==> src/include/cpsd_map.vh <==
/*
 * Constants of the control panel scan and display block: frame layout,
 * command codes, counts and reset values.
 * Assumes it is included by bare name from the design files under rtl/.
 */
`ifndef CPSD_MAP_VH
`define CPSD_MAP_VH

// ****************************************************************
// Frame header layout, first bit on the wire is the header MSB
// ****************************************************************
`define CPSD_HDR_BITS        4
`define CPSD_HDR_ADDR_HI     3
`define CPSD_HDR_ADDR_LO     2
`define CPSD_HDR_CMD_HI      1
`define CPSD_HDR_CMD_LO      0
`define CPSD_CMD_SCAN        2'h1
`define CPSD_CMD_DISPLAY     2'h2

// ****************************************************************
// Switch and LED counts
// ****************************************************************
`define CPSD_SHREG_BITS      8
`define CPSD_SHREG_COUNT     3
`define CPSD_SWITCHES        22
`define CPSD_LEDS            23
`define CPSD_LEDS_USED       22

// ****************************************************************
// Reset values
// ****************************************************************
`define CPSD_LED_RESET       23'h000000
`define CPSD_ADDR_RESET      2'h0

// ****************************************************************
// Frame state codes
// ****************************************************************
`define CPSD_ST_IDLE         3'h0
`define CPSD_ST_HEADER       3'h1
`define CPSD_ST_SCAN         3'h2
`define CPSD_ST_DISPLAY      3'h3
`define CPSD_ST_IGNORE       3'h4

`endif

==> src/rtl/cpsd_panel.v <==
/*
 * Control panel logic: switch scanner, LED driver, panel address latch and
 * decoder, and the serial link to the master frame controller.
 * Assumes all link and switch pins are asynchronous to ref_clk and that
 * each link clock level lasts at least three ref_clk periods.
 */
`timescale 1ns/1ps
`default_nettype none
`include "cpsd_map.vh"

module cpsd_panel
#(
   parameter NUM_SWITCHES = `CPSD_SWITCHES,
   parameter NUM_LEDS     = `CPSD_LEDS
)
(
   // Clock and reset
   input  wire                    ref_clk,
   input  wire                    reset,
   // Serial link from the master
   input  wire                    linkClk,
   input  wire                    linkFrameN,
   input  wire                    linkData,
   // Return line to the master
   output wire                    returnData,
   output wire                    returnOe,
   // Panel pins
   input  wire [NUM_SWITCHES-1:0] scanLineN,
   input  wire [1:0]              panel_number_selector,
   output wire [NUM_LEDS-1:0]     ledOn,
   // Status
   output wire [3:0]              panelAddrDecoded
);

   localparam SCAN_BITS = `CPSD_SHREG_BITS * `CPSD_SHREG_COUNT;
   localparam SYNC_W    = 3 + NUM_SWITCHES + 2;

   // ****************************************************************
   // Input synchronisers
   // ****************************************************************
   wire [SYNC_W-1:0] syncIn;
   wire              linkClkS;
   wire              linkFrameNS;
   wire              linkDataS;
   wire [NUM_SWITCHES-1:0] scanLineNS;
   wire [1:0]        selectorS;

   cpsd_sync
   #(
      .WIDTH       (SYNC_W),
      // Link pins reset to idle (frame off, link clock low) so no false edge follows reset.
      .RESET_VALUE ({{2{1'b0}}, {NUM_SWITCHES{1'b1}}, 3'h4})
   )
   u_sync
   (
      .ref_clk (ref_clk),
      .reset   (reset),
      .asyncIn ({panel_number_selector, scanLineN, linkFrameN, linkClk, linkData}),
      .syncOut (syncIn)
   );

   assign linkDataS   = syncIn[0];
   assign linkClkS    = syncIn[1];
   assign linkFrameNS = syncIn[2];
   assign scanLineNS  = syncIn[3 +: NUM_SWITCHES];
   assign selectorS   = syncIn[SYNC_W-1 -: 2];

   // ****************************************************************
   // Link clock edge detect
   // ****************************************************************
   reg  linkClkPrev_ff;
   wire linkRise = linkClkS & ~linkClkPrev_ff;
   wire frameOn  = ~linkFrameNS;

   always @(posedge ref_clk or posedge reset)
   begin
      if (reset)
         linkClkPrev_ff <= 1'b0;
      else
         linkClkPrev_ff <= linkClkS;
   end

   // ****************************************************************
   // Switch scanner
   // ****************************************************************
   // three eight-bit registers
   // Inputs beyond the fitted switches read as released, the idle level.
   wire [SCAN_BITS-1:0] scanLevels = {{(SCAN_BITS-NUM_SWITCHES){1'b1}}, scanLineNS};
   // low means pressed
   // Pressed switches are sent as ones so an unplugged line reads as idle.
   wire [SCAN_BITS-1:0] pressedBits = ~scanLevels;

   // ****************************************************************
   // Frame state machine
   // ****************************************************************
   reg [2:0]               state_ff;
   reg [2:0]               nxt_state;
   reg [4:0]               bitCnt_ff;
   reg [4:0]               nxt_bitCnt;
   reg [`CPSD_HDR_BITS-1:0] header_ff;
   reg [`CPSD_HDR_BITS-1:0] nxt_header;
   reg [SCAN_BITS-1:0]     txShift_ff;
   reg [SCAN_BITS-1:0]     nxt_txShift;
   reg [NUM_LEDS-1:0]      rxShift_ff;
   reg [NUM_LEDS-1:0]      nxt_rxShift;
   reg [NUM_LEDS-1:0]      led_ff;
   reg [NUM_LEDS-1:0]      nxt_led;
   reg [1:0]               addr_ff;
   reg [1:0]               nxt_addr;
   reg                     retData_ff;
   reg                     nxt_retData;
   reg                     retOe_ff;
   reg                     nxt_retOe;

   wire [`CPSD_HDR_BITS-1:0] hdrFull = {header_ff[`CPSD_HDR_BITS-2:0], linkDataS};
   wire [1:0] hdrAddr = hdrFull[`CPSD_HDR_ADDR_HI:`CPSD_HDR_ADDR_LO];
   wire [1:0] hdrCmd  = hdrFull[`CPSD_HDR_CMD_HI:`CPSD_HDR_CMD_LO];
   wire [3:0] addrOneHot = 4'h1 << addr_ff;
   wire [3:0] hdrOneHot  = 4'h1 << hdrAddr;
   wire [3:0] selOneHot  = 4'h1 << selectorS;
   wire       hdrMatch   = |(hdrOneHot & selOneHot);

   always @*
   begin
      nxt_state   = state_ff;
      nxt_bitCnt  = bitCnt_ff;
      nxt_header  = header_ff;
      nxt_txShift = txShift_ff;
      nxt_rxShift = rxShift_ff;
      nxt_led     = led_ff;
      nxt_addr    = addr_ff;
      nxt_retData = retData_ff;
      nxt_retOe   = retOe_ff;
      if (!frameOn)
      begin
         // A frame cut short leaves the LEDs as they were.
         nxt_state   = `CPSD_ST_IDLE;
         nxt_retOe   = 1'b0;
         nxt_retData = 1'b0;
      end
      else
      begin
         case (state_ff)
            `CPSD_ST_IDLE:
            begin
               nxt_state  = `CPSD_ST_HEADER;
               nxt_bitCnt = 5'h00;
            end
            `CPSD_ST_HEADER:
            begin
               if (linkRise)
               begin
                  nxt_header = hdrFull;
                  nxt_bitCnt = bitCnt_ff + 5'h01;
                  if ({27'h0000000, bitCnt_ff} == `CPSD_HDR_BITS - 1)
                  begin
                     nxt_bitCnt = 5'h00;
                     nxt_addr   = hdrAddr;
                     if (hdrMatch && hdrCmd == `CPSD_CMD_SCAN)
                     begin
                        nxt_state   = `CPSD_ST_SCAN;
                        nxt_txShift = {pressedBits[SCAN_BITS-2:0], 1'b0};
                        nxt_retData = pressedBits[SCAN_BITS-1];
                        nxt_retOe   = 1'b1;
                     end
                     else if (hdrMatch && hdrCmd == `CPSD_CMD_DISPLAY)
                        nxt_state = `CPSD_ST_DISPLAY;
                     else
                        nxt_state = `CPSD_ST_IGNORE;
                  end
               end
            end
            `CPSD_ST_SCAN:
            begin
               if (linkRise)
               begin
                  nxt_bitCnt = bitCnt_ff + 5'h01;
                  if ({27'h0000000, bitCnt_ff} == SCAN_BITS - 1)
                  begin
                     nxt_state   = `CPSD_ST_IGNORE;
                     nxt_retOe   = 1'b0;
                     nxt_retData = 1'b0;
                  end
                  else
                  begin
                     nxt_retData = txShift_ff[SCAN_BITS-1];
                     nxt_txShift = {txShift_ff[SCAN_BITS-2:0], 1'b0};
                  end
               end
            end
            `CPSD_ST_DISPLAY:
            begin
               if (linkRise)
               begin
                  nxt_rxShift = {rxShift_ff[NUM_LEDS-2:0], linkDataS};
                  nxt_bitCnt  = bitCnt_ff + 5'h01;
                  if ({27'h0000000, bitCnt_ff} == NUM_LEDS - 1)
                  begin
                     nxt_led   = {rxShift_ff[NUM_LEDS-2:0], linkDataS};
                     nxt_state = `CPSD_ST_IGNORE;
                  end
               end
            end
            `CPSD_ST_IGNORE:
               nxt_state = `CPSD_ST_IGNORE;
            default:
               nxt_state = `CPSD_ST_IGNORE;
         endcase
      end
   end

   always @(posedge ref_clk or posedge reset)
   begin
      if (reset)
      begin
         state_ff   <= `CPSD_ST_IDLE;
         bitCnt_ff  <= 5'h00;
         header_ff  <= {`CPSD_HDR_BITS{1'b0}};
         txShift_ff <= {SCAN_BITS{1'b0}};
         rxShift_ff <= {NUM_LEDS{1'b0}};
         led_ff     <= `CPSD_LED_RESET;
         addr_ff    <= `CPSD_ADDR_RESET;
         retData_ff <= 1'b0;
         retOe_ff   <= 1'b0;
      end
      else
      begin
         state_ff   <= nxt_state;
         bitCnt_ff  <= nxt_bitCnt;
         header_ff  <= nxt_header;
         txShift_ff <= nxt_txShift;
         rxShift_ff <= nxt_rxShift;
         led_ff     <= nxt_led;
         addr_ff    <= nxt_addr;
         retData_ff <= nxt_retData;
         retOe_ff   <= nxt_retOe;
      end
   end

   // ****************************************************************
   // Outputs
   // ****************************************************************
   assign returnData       = retData_ff;
   assign returnOe         = retOe_ff;
   assign ledOn            = led_ff;
   assign panelAddrDecoded = addrOneHot;

endmodule

`default_nettype wire

==> src/rtl/cpsd_sync.v <==
/*
 * Two flip-flop synchroniser for a bundle of independent levels.
 * Assumes each bit is a slow level; bits are not coherent with each other.
 */
`timescale 1ns/1ps
`default_nettype none

module cpsd_sync
#(
   parameter WIDTH = 1,
   parameter [WIDTH-1:0] RESET_VALUE = {WIDTH{1'b0}}
)
(
   // Clock and reset
   input  wire             ref_clk,
   input  wire             reset,
   // Levels
   input  wire [WIDTH-1:0] asyncIn,
   output wire [WIDTH-1:0] syncOut
);

   reg [WIDTH-1:0] meta_ff;
   reg [WIDTH-1:0] stable_ff;

   always @(posedge ref_clk or posedge reset)
   begin
      if (reset)
      begin
         meta_ff   <= RESET_VALUE;
         stable_ff <= RESET_VALUE;
      end
      else
      begin
         meta_ff   <= asyncIn;
         stable_ff <= meta_ff;
      end
   end

   assign syncOut = stable_ff;

endmodule

`default_nettype wire

==> config.mk <==
export PLATFORM = sky130hd
export DESIGN_NAME = cpsd_panel
export DESIGN_NICKNAME = d
export VERILOG_FILES = /design/src/rtl/cpsd_panel.v /design/src/rtl/cpsd_sync.v
export VERILOG_INCLUDE_DIRS = /design/src /design/src/include
export SDC_FILE = /design/constraint.sdc
export NUM_CORES = 1
export LEC_CHECK = 0
export BUFFER_PORTS_ARGS = -buffer_cell sky130_fd_sc_hd__buf_2
export CAP_MARGIN = 5
export CORE_ASPECT_RATIO = 1.75
export CORE_UTILIZATION = 40
export DETAILED_ROUTE_END_ITERATION = 8
export PLACE_DENSITY_LB_ADDON = 0.05
export SLEW_MARGIN = 30
export SYNTH_ARGS = -nofsm -noshare
export SYNTH_HDL_FRONTEND = slang
export SYNTH_SLANG_ARGS = --single-unit
==> constraint.sdc <==
create_clock -name ref_clk -period 5.5 [get_ports ref_clk]
set_clock_uncertainty 0.1 [all_clocks]
set_input_delay 0.55 -clock ref_clk [delete_from_list [all_inputs] [get_ports ref_clk]]
set_output_delay 0.55 -clock ref_clk [all_outputs]
set_load 0.005 [all_outputs]
==> results of run 1 <==
## power groups by stage
stage / registers [mW] / clock network [mW] / logic, mW
floorplan: 1.14 / 0 / 0.123
global placement: 1.16 / 0 / 0.152
detailed placement: 1.16 / 0 / 0.156
CTS: 1.15 / 1.24 / 0.156
global route: 1.16 / 1.28 / 0.171
finish: 1.15 / 1.20 / 0.152
## logic make-up after synthesis
logic type | Yosys count | share of synthesized area, %
AO/OA/AOI/OAI | 44 | 5.496
XOR/XNOR | 4 | 0.6811
adder cells (fa/ha/maj) | 2 | 0.4863
buffers and inverters | 21 | 1.873
flip-flops | 138 | 68.24
multiplexers | 74 | 16.17
AND/OR/NAND/NOR | 70 | 7.053
## flip-flops by register name, summed over array words and instances (netlist names)
name / flops
u_sync.meta_ff: 27
u_sync.syncOut: 27
ledOn: 23
txShift_ff: 23
rxShift_ff: 22
bitCnt_ff: 5
header_ff: 3
state_ff: 3
addr_ff: 2
linkClkPrev_ff: 1
returnData: 1
returnOe: 1
## cell type report
cell class	instances	area [um2]	share of cell area, %
Tap cell	168	210.2	3.363
Multi-Input combinational cell	194	1550	24.80
Sequential cell	138	3511	56.18
Clock inverter	13	188.9	3.023
Timing Repair Buffer	61	319.1	5.105
Inverter	6	27.53	0.4404
Clock buffer	19	442.9	7.087
## Yosys cell counts, drive strengths merged, types with 2 or more instances
cell    count  area share (%)
a22o        2            0.34
nor3b       3            0.53
dfstp      46              23
mux2       73              16
nand4b      3            0.51
dfrtp      92              45
o31ai       2            0.29
or2         2            0.24
clkbuf      8            0.58
a21oi       2            0.19
nand2      27             2.0
nor2b       5            0.61
nand3       4            0.39
xnor2       2            0.34
nor2       11            0.80
o21ai      28             2.7
ha          2            0.49
nor3        4            0.39
buf         7            0.85
inv         6            0.44
nand2b      3            0.36
or3b        2            0.34
xor2        2            0.34
## cells in the final DEF, fill, tap and decap left out, types with 3 or more instances in the layout
cell and n:
buf_2 57, buf_4 3, bufinv_16 4, clkbuf_16 17, dfrtp_1 92, dfstp_2 46, inv_1 5, inv_6 4
mux2_2 73, nand2_1 27, nand2b_1 3, nand3_1 4, nand4b_1 3, nor2_1 11, nor2b_1 5, nor3_1 4
o21ai_0 27
## worst max-delay path: stages (launching register included)
cell,delay [ps]
dfrtp_1,530
nor3b_1,390
and3_2,590
nor3b_4,620
buf_6,260
mux2_2,350
## metal layers
layer	up-vias	track usage, %	share of wire (%)
li1	1352	-	-
met1	1459	16.64	42
met2	58	24.07	52
met3	13	3.965	3.5
met4	0	7.260	2.1
met5	-	0	0
## worst max path at each step
stage / endpoint / depth (start not counted)
2_1_floorplan: addr_ff[0]$_DFFE_PP0P_ / 1
3_3_place_gp: ledOn[18]$_DFFE_PP0P_ / 4
3_5_place_dp: ledOn[17]$_DFFE_PP0P_ / 5
4_1_cts: ledOn[17]$_DFFE_PP0P_ / 5
5_1_grt: ledOn[17]$_DFFE_PP0P_ / 5
6_report: ledOn[17]$_DFFE_PP0P_ / 5
==> metrics.csv, run 1 <==
metric,value,unit
status,completed,
largest net degree at the start of global routing,73,
worst r2r src,state_ff[2]$_DFFE_PP0P_,
drt first pass iters,4,
Num Clock Sinks,138,
CTS resizes,0,
"Seq/Total Area, Yosys",68.24,%
unrepaired setup endpoints after global routing,no,
CTS H-tree lvls,4,
Die ar.,13340,um2
"Core Util, Final",50.00,%
hold slack,122.3,ps
worst min path class,input port to async pin,
Final nets,449,
fillcell total,1145,
deepest clock path buffer count,2,
Startpoint Class,flip-flop,
hold_buf cts,0,
all-layer global routing usage,14.44,%
Syn Area/Cell,14.57,um2
worst r2r path cells,5,
worst-case vdd ir drop,0.2018,mV
Crit Path Category,flip-flop to flip-flop,
CP endpoint kind,flip-flop,
IO buf count,57,
Placed Area,5617,um2
routed length per instance,14.36,um
"CTS clk-pin slew, worst paths",60,ps
Setup Buffers After CTS,0,
ys flop type,dfrtp_1,
die height,152.0,um
Final ANT Viol Nets,0,
first-pass GRT wire length,14.78,mm
Clock power frac,48.0,%
critical path arrival,3150,ps
design area,6250,um2
r2r setup slk,2540,ps
PD cells,399.4,nW/um2
Max-Cap Viols,0,
Post-DP HPWL,5.532,mm
Pleak,2.948,nW
Post-Synthesis Cells,353,
fin crit share,53.87,%
register share of total power,45.9,%
Non-Filler Instances,599,
diodes inserted,0,
Least-Margin Pin Slew,830.1,ps
initial antenna violation count,0,
Final Max Slew Viols,0,
combinational share of power,6.1,%
Int Power,1.945,mW
DRC Markers,0,
number of global-route vias before repair,3125,
Row Count,54,
Post-Place Cells,567,
Syn Nets,384,
pre-CTS WS,2103,ps
Setup WS post-layout,2537,ps
# IOs,58,
Reg-to-Reg End,ledOn[17]$_DFFE_PP0P_,
Final Power,2.496,mW
final WL,8.604,mm
Crit path required time,5690,ps
vias per cell,4.811,
sw frac,22.05,%
min Tclk post-route,2963,ps
Skew-Pair Late Insertion Delay,400,ps
final setup TNS,0,ps
gpl congestion,0.7305,
CTS buffer count,17,
share of post-route cells with drive strength above 1,51.28,%
vias,2882,
Synth Cell Area,5145,um2
"Hold Vio Cnt, Final",0,
Yosys warning total,0,
NetSw,550.4,uW
Core Footprint,12500,um2
Post-synth EDFFs,0,
CP Launch Point,state_ff[2]$_DFFE_PP0P_,
FMAX,337.5,MHz
Final setup viols,0,
Die X,87.73,um
Area growth syn-to-layout,21.47,%
register bit total from synthesis,138,
Unique masters post-synth,44,
Slew HR,44.66,%
Initial Util,41.16,%
Root Buffer,clkbuf_16,
ys async rst share,100.0,%
total congestion overflow,0,
First DRT Iteration DRCs,148,
TritonCTS clock tree,yes,
CP max FO,23,
(Power assumes the default switching activity.)
==> run 2: changes to the inputs <==
==> constraint.sdc (replaced) <==
create_clock -name ref_clk -period 2.79 [get_ports ref_clk]
set_clock_uncertainty 0.1 [all_clocks]
set_input_delay 0.279 -clock ref_clk [delete_from_list [all_inputs] [get_ports ref_clk]]
set_output_delay 0.279 -clock ref_clk [all_outputs]
set_load 0.005 [all_outputs]
==> metrics.csv, run 2 (synthesis gave the netlist of run 1 again) <==
metric,value,unit,change
worst-case vdd ir drop,0.3825,mV,+90%
"Hold Vio Cnt, Final",0,,unchanged
Area growth syn-to-layout,28.16,%,
PD cells,750.3,nW/um2,+88%
routed length per instance,14.06,um,-2.1%
# IOs,58,,unchanged
Post-DP HPWL,5.633,mm,+1.8%
Die X,87.73,um,unchanged
CP endpoint kind,flip-flop,,
Core Footprint,12500,um2,unchanged
First DRT Iteration DRCs,95,,-36%
cell family with most CP delay,compound AO/OA/AOI/OAI gates,,
die height,152.0,um,unchanged
gpl congestion,0.7577,,+3.7%
M2 GR Usage,24.44,%,+0.37 points
Startpoint Class,flip-flop,,
FMAX,387.3,MHz,+15%
status,completed,,
initial antenna violation count,0,,unchanged
vias,3005,,+4.3%
DRC Markers,0,,unchanged
Final ANT Viol Nets,0,,unchanged
TritonCTS clock tree,yes,,
"critical path, cell by cell","ha_1, or4b_4, a311o_1, a211oi_4, buf_12, mux2_2",,
CTS resizes,0,,unchanged
r2r setup slk,210,ps,-2330 ps
Die ar.,13340,um2,unchanged
share of post-route cells with drive strength above 1,48.49,%,-2.8 points
final setup TNS,0,ps,unchanged
Skew-Pair Late Insertion Delay,400,ps,about the same
drt first pass iters,4,,unchanged
CP Launch Point,bitCnt_ff[0]$_DFFE_PP0P_,,
final WL,8.887,mm,+3.3%
Final Max Slew Viols,0,,unchanged
diodes inserted,0,,unchanged
Placed Area,5687,um2,+1.2%
IO buf count,57,,unchanged
CTS buffer count,17,,unchanged
GR Util met3,4.183,%,+0.22 points
hold_buf cts,28,,+28
GR peak layer,met2,,
number of global-route vias before repair,3125,,unchanged
Crit path buffers/inverters,1,,unchanged
min Tclk post-route,2582,ps,-381.1 ps
CP max FO,23,,unchanged
"Slowest-stage cell, CP",or4b_4,,
largest net degree at the start of global routing,58,,-21%
Pleak,3.095,nW,+5.0%
most frequent cells in the layout,"dfrtp_1 (92), mux2_2 (73), buf_2 (57)",,
Max-Cap Viols,0,,unchanged
"commonest non-fill, non-tap cell in the layout",dfrtp_1,,
Row Count,54,,unchanged
Crit Path Category,flip-flop to flip-flop,,
Root Buffer,clkbuf_16,,
worst hold start,u_sync.meta_ff[25]$_DFF_PP0_,,
first-pass GRT wire length,14.90,mm,+0.85%
Num Clock Sinks,138,,unchanged
Crit path required time,2970,ps,-2720 ps
worst min path class,flip-flop to flip-flop,,
fillcell total,1094,,-4.5%
deepest clock path buffer count,2,,unchanged
design area,6594,um2,+5.5%
Register Area,3511,um2,unchanged
Final setup viols,0,,unchanged
worst r2r src,bitCnt_ff[0]$_DFFE_PP0P_,,
Least-Margin Pin Slew,722.7,ps,-107.4 ps
all-layer global routing usage,14.74,%,+0.30 points
Final nets,482,,+7.3%
fin crit share,92.54,%,+39 points
unrepaired setup endpoints after global routing,no,,
max incr delay on CP,500,ps,-120 ps
CTS H-tree lvls,4,,unchanged
vias per cell,4.755,,-1.2%
critical path arrival,2760,ps,-390 ps
Initial Util,41.16,%,unchanged
Setup Buffers After CTS,0,,unchanged
area of the multi-input gates,1549,um2,about the same
"CTS clk-pin slew, worst paths",60,ps,about the same
Slew HR,51.72,%,+7.1 points
total congestion overflow,0,,unchanged
M1 GR Usage,17.21,%,+0.57 points
## run 2: cell types whose count changed in the layout (fill, tap and decap cells not counted), sizes merged
cell | previous run | this run
clkinvlp | 2 | 3
dlygate4sd3 | 0 | 28
clkinv | 4 | 7
inv | 9 | 6
buf | 61 | 66
clkbuf | 19 | 18
## run 2: worst paths after layout
path,end,cells after the start
worst max register to register,txShift_ff[6]$_DFFE_PP0P_,6
worst max-delay path,txShift_ff[6]$_DFFE_PP0P_,6
worst min register to register,u_sync.syncOut[25]$_DFF_PP0_,0
max in group asynchronous,u_sync.syncOut[24]$_DFF_PP1_,4
worst min-delay path,u_sync.syncOut[25]$_DFF_PP0_,0
min in group asynchronous,ledOn[11]$_DFFE_PP0P_,3
## run 2: metrics by stage
stage | utilization, % | worst slack (ps) | total power [mW] | std cells | hold WS, ps
floorplan | - | 226.7 | 2.497 | 353 | 183.5
finish | 52.75 | 208.1 | 4.947 | 632 | 246.2
global route | 52.75 | 121.4 | 5.173 | 632 | 249.1
CTS | 52.75 | 202.2 | 5.032 | 632 | 248.4
detailed placement | 45.50 | 223.4 | 2.616 | 572 | 234.7
global placement | 45.50 | 293.1 | 2.599 | 572 | 234.5
## run 2: report_power, final
part	leakage, nW	internal [mW]	switching [mW]
registers	1.74	2.16	0.0828
clock network	0.300	1.50	0.840
logic	1.06	0.185	0.178
total	3.09	3.85	1.10
## run 2: per-layer routing
layer | up-vias | part of all wire (%)
met5 | - | 0
met4 | 0 | 2.3
met3 | 15 | 2.8
met2 | 52 | 51
met1 | 1510 | 43
li1 | 1428 | -
## run 2: layout make-up
cell class | count | area share (%)
multi-input cells | 194 | 23.49
inverters | 6 | 0.3985
repair buffers | 94 | 10.17
clock buffers | 18 | 6.509
clock inverters | 14 | 2.998
well taps | 168 | 3.188
flip-flops and latches | 138 | 53.24
## run 2: worst reg2reg max path, stage by stage (launching register included)
cell      delay, ps
dfrtp_1         410
ha_1            180
or4b_4          500
a311o_1         430
a211oi_4        260
buf_12          210
mux2_2          370
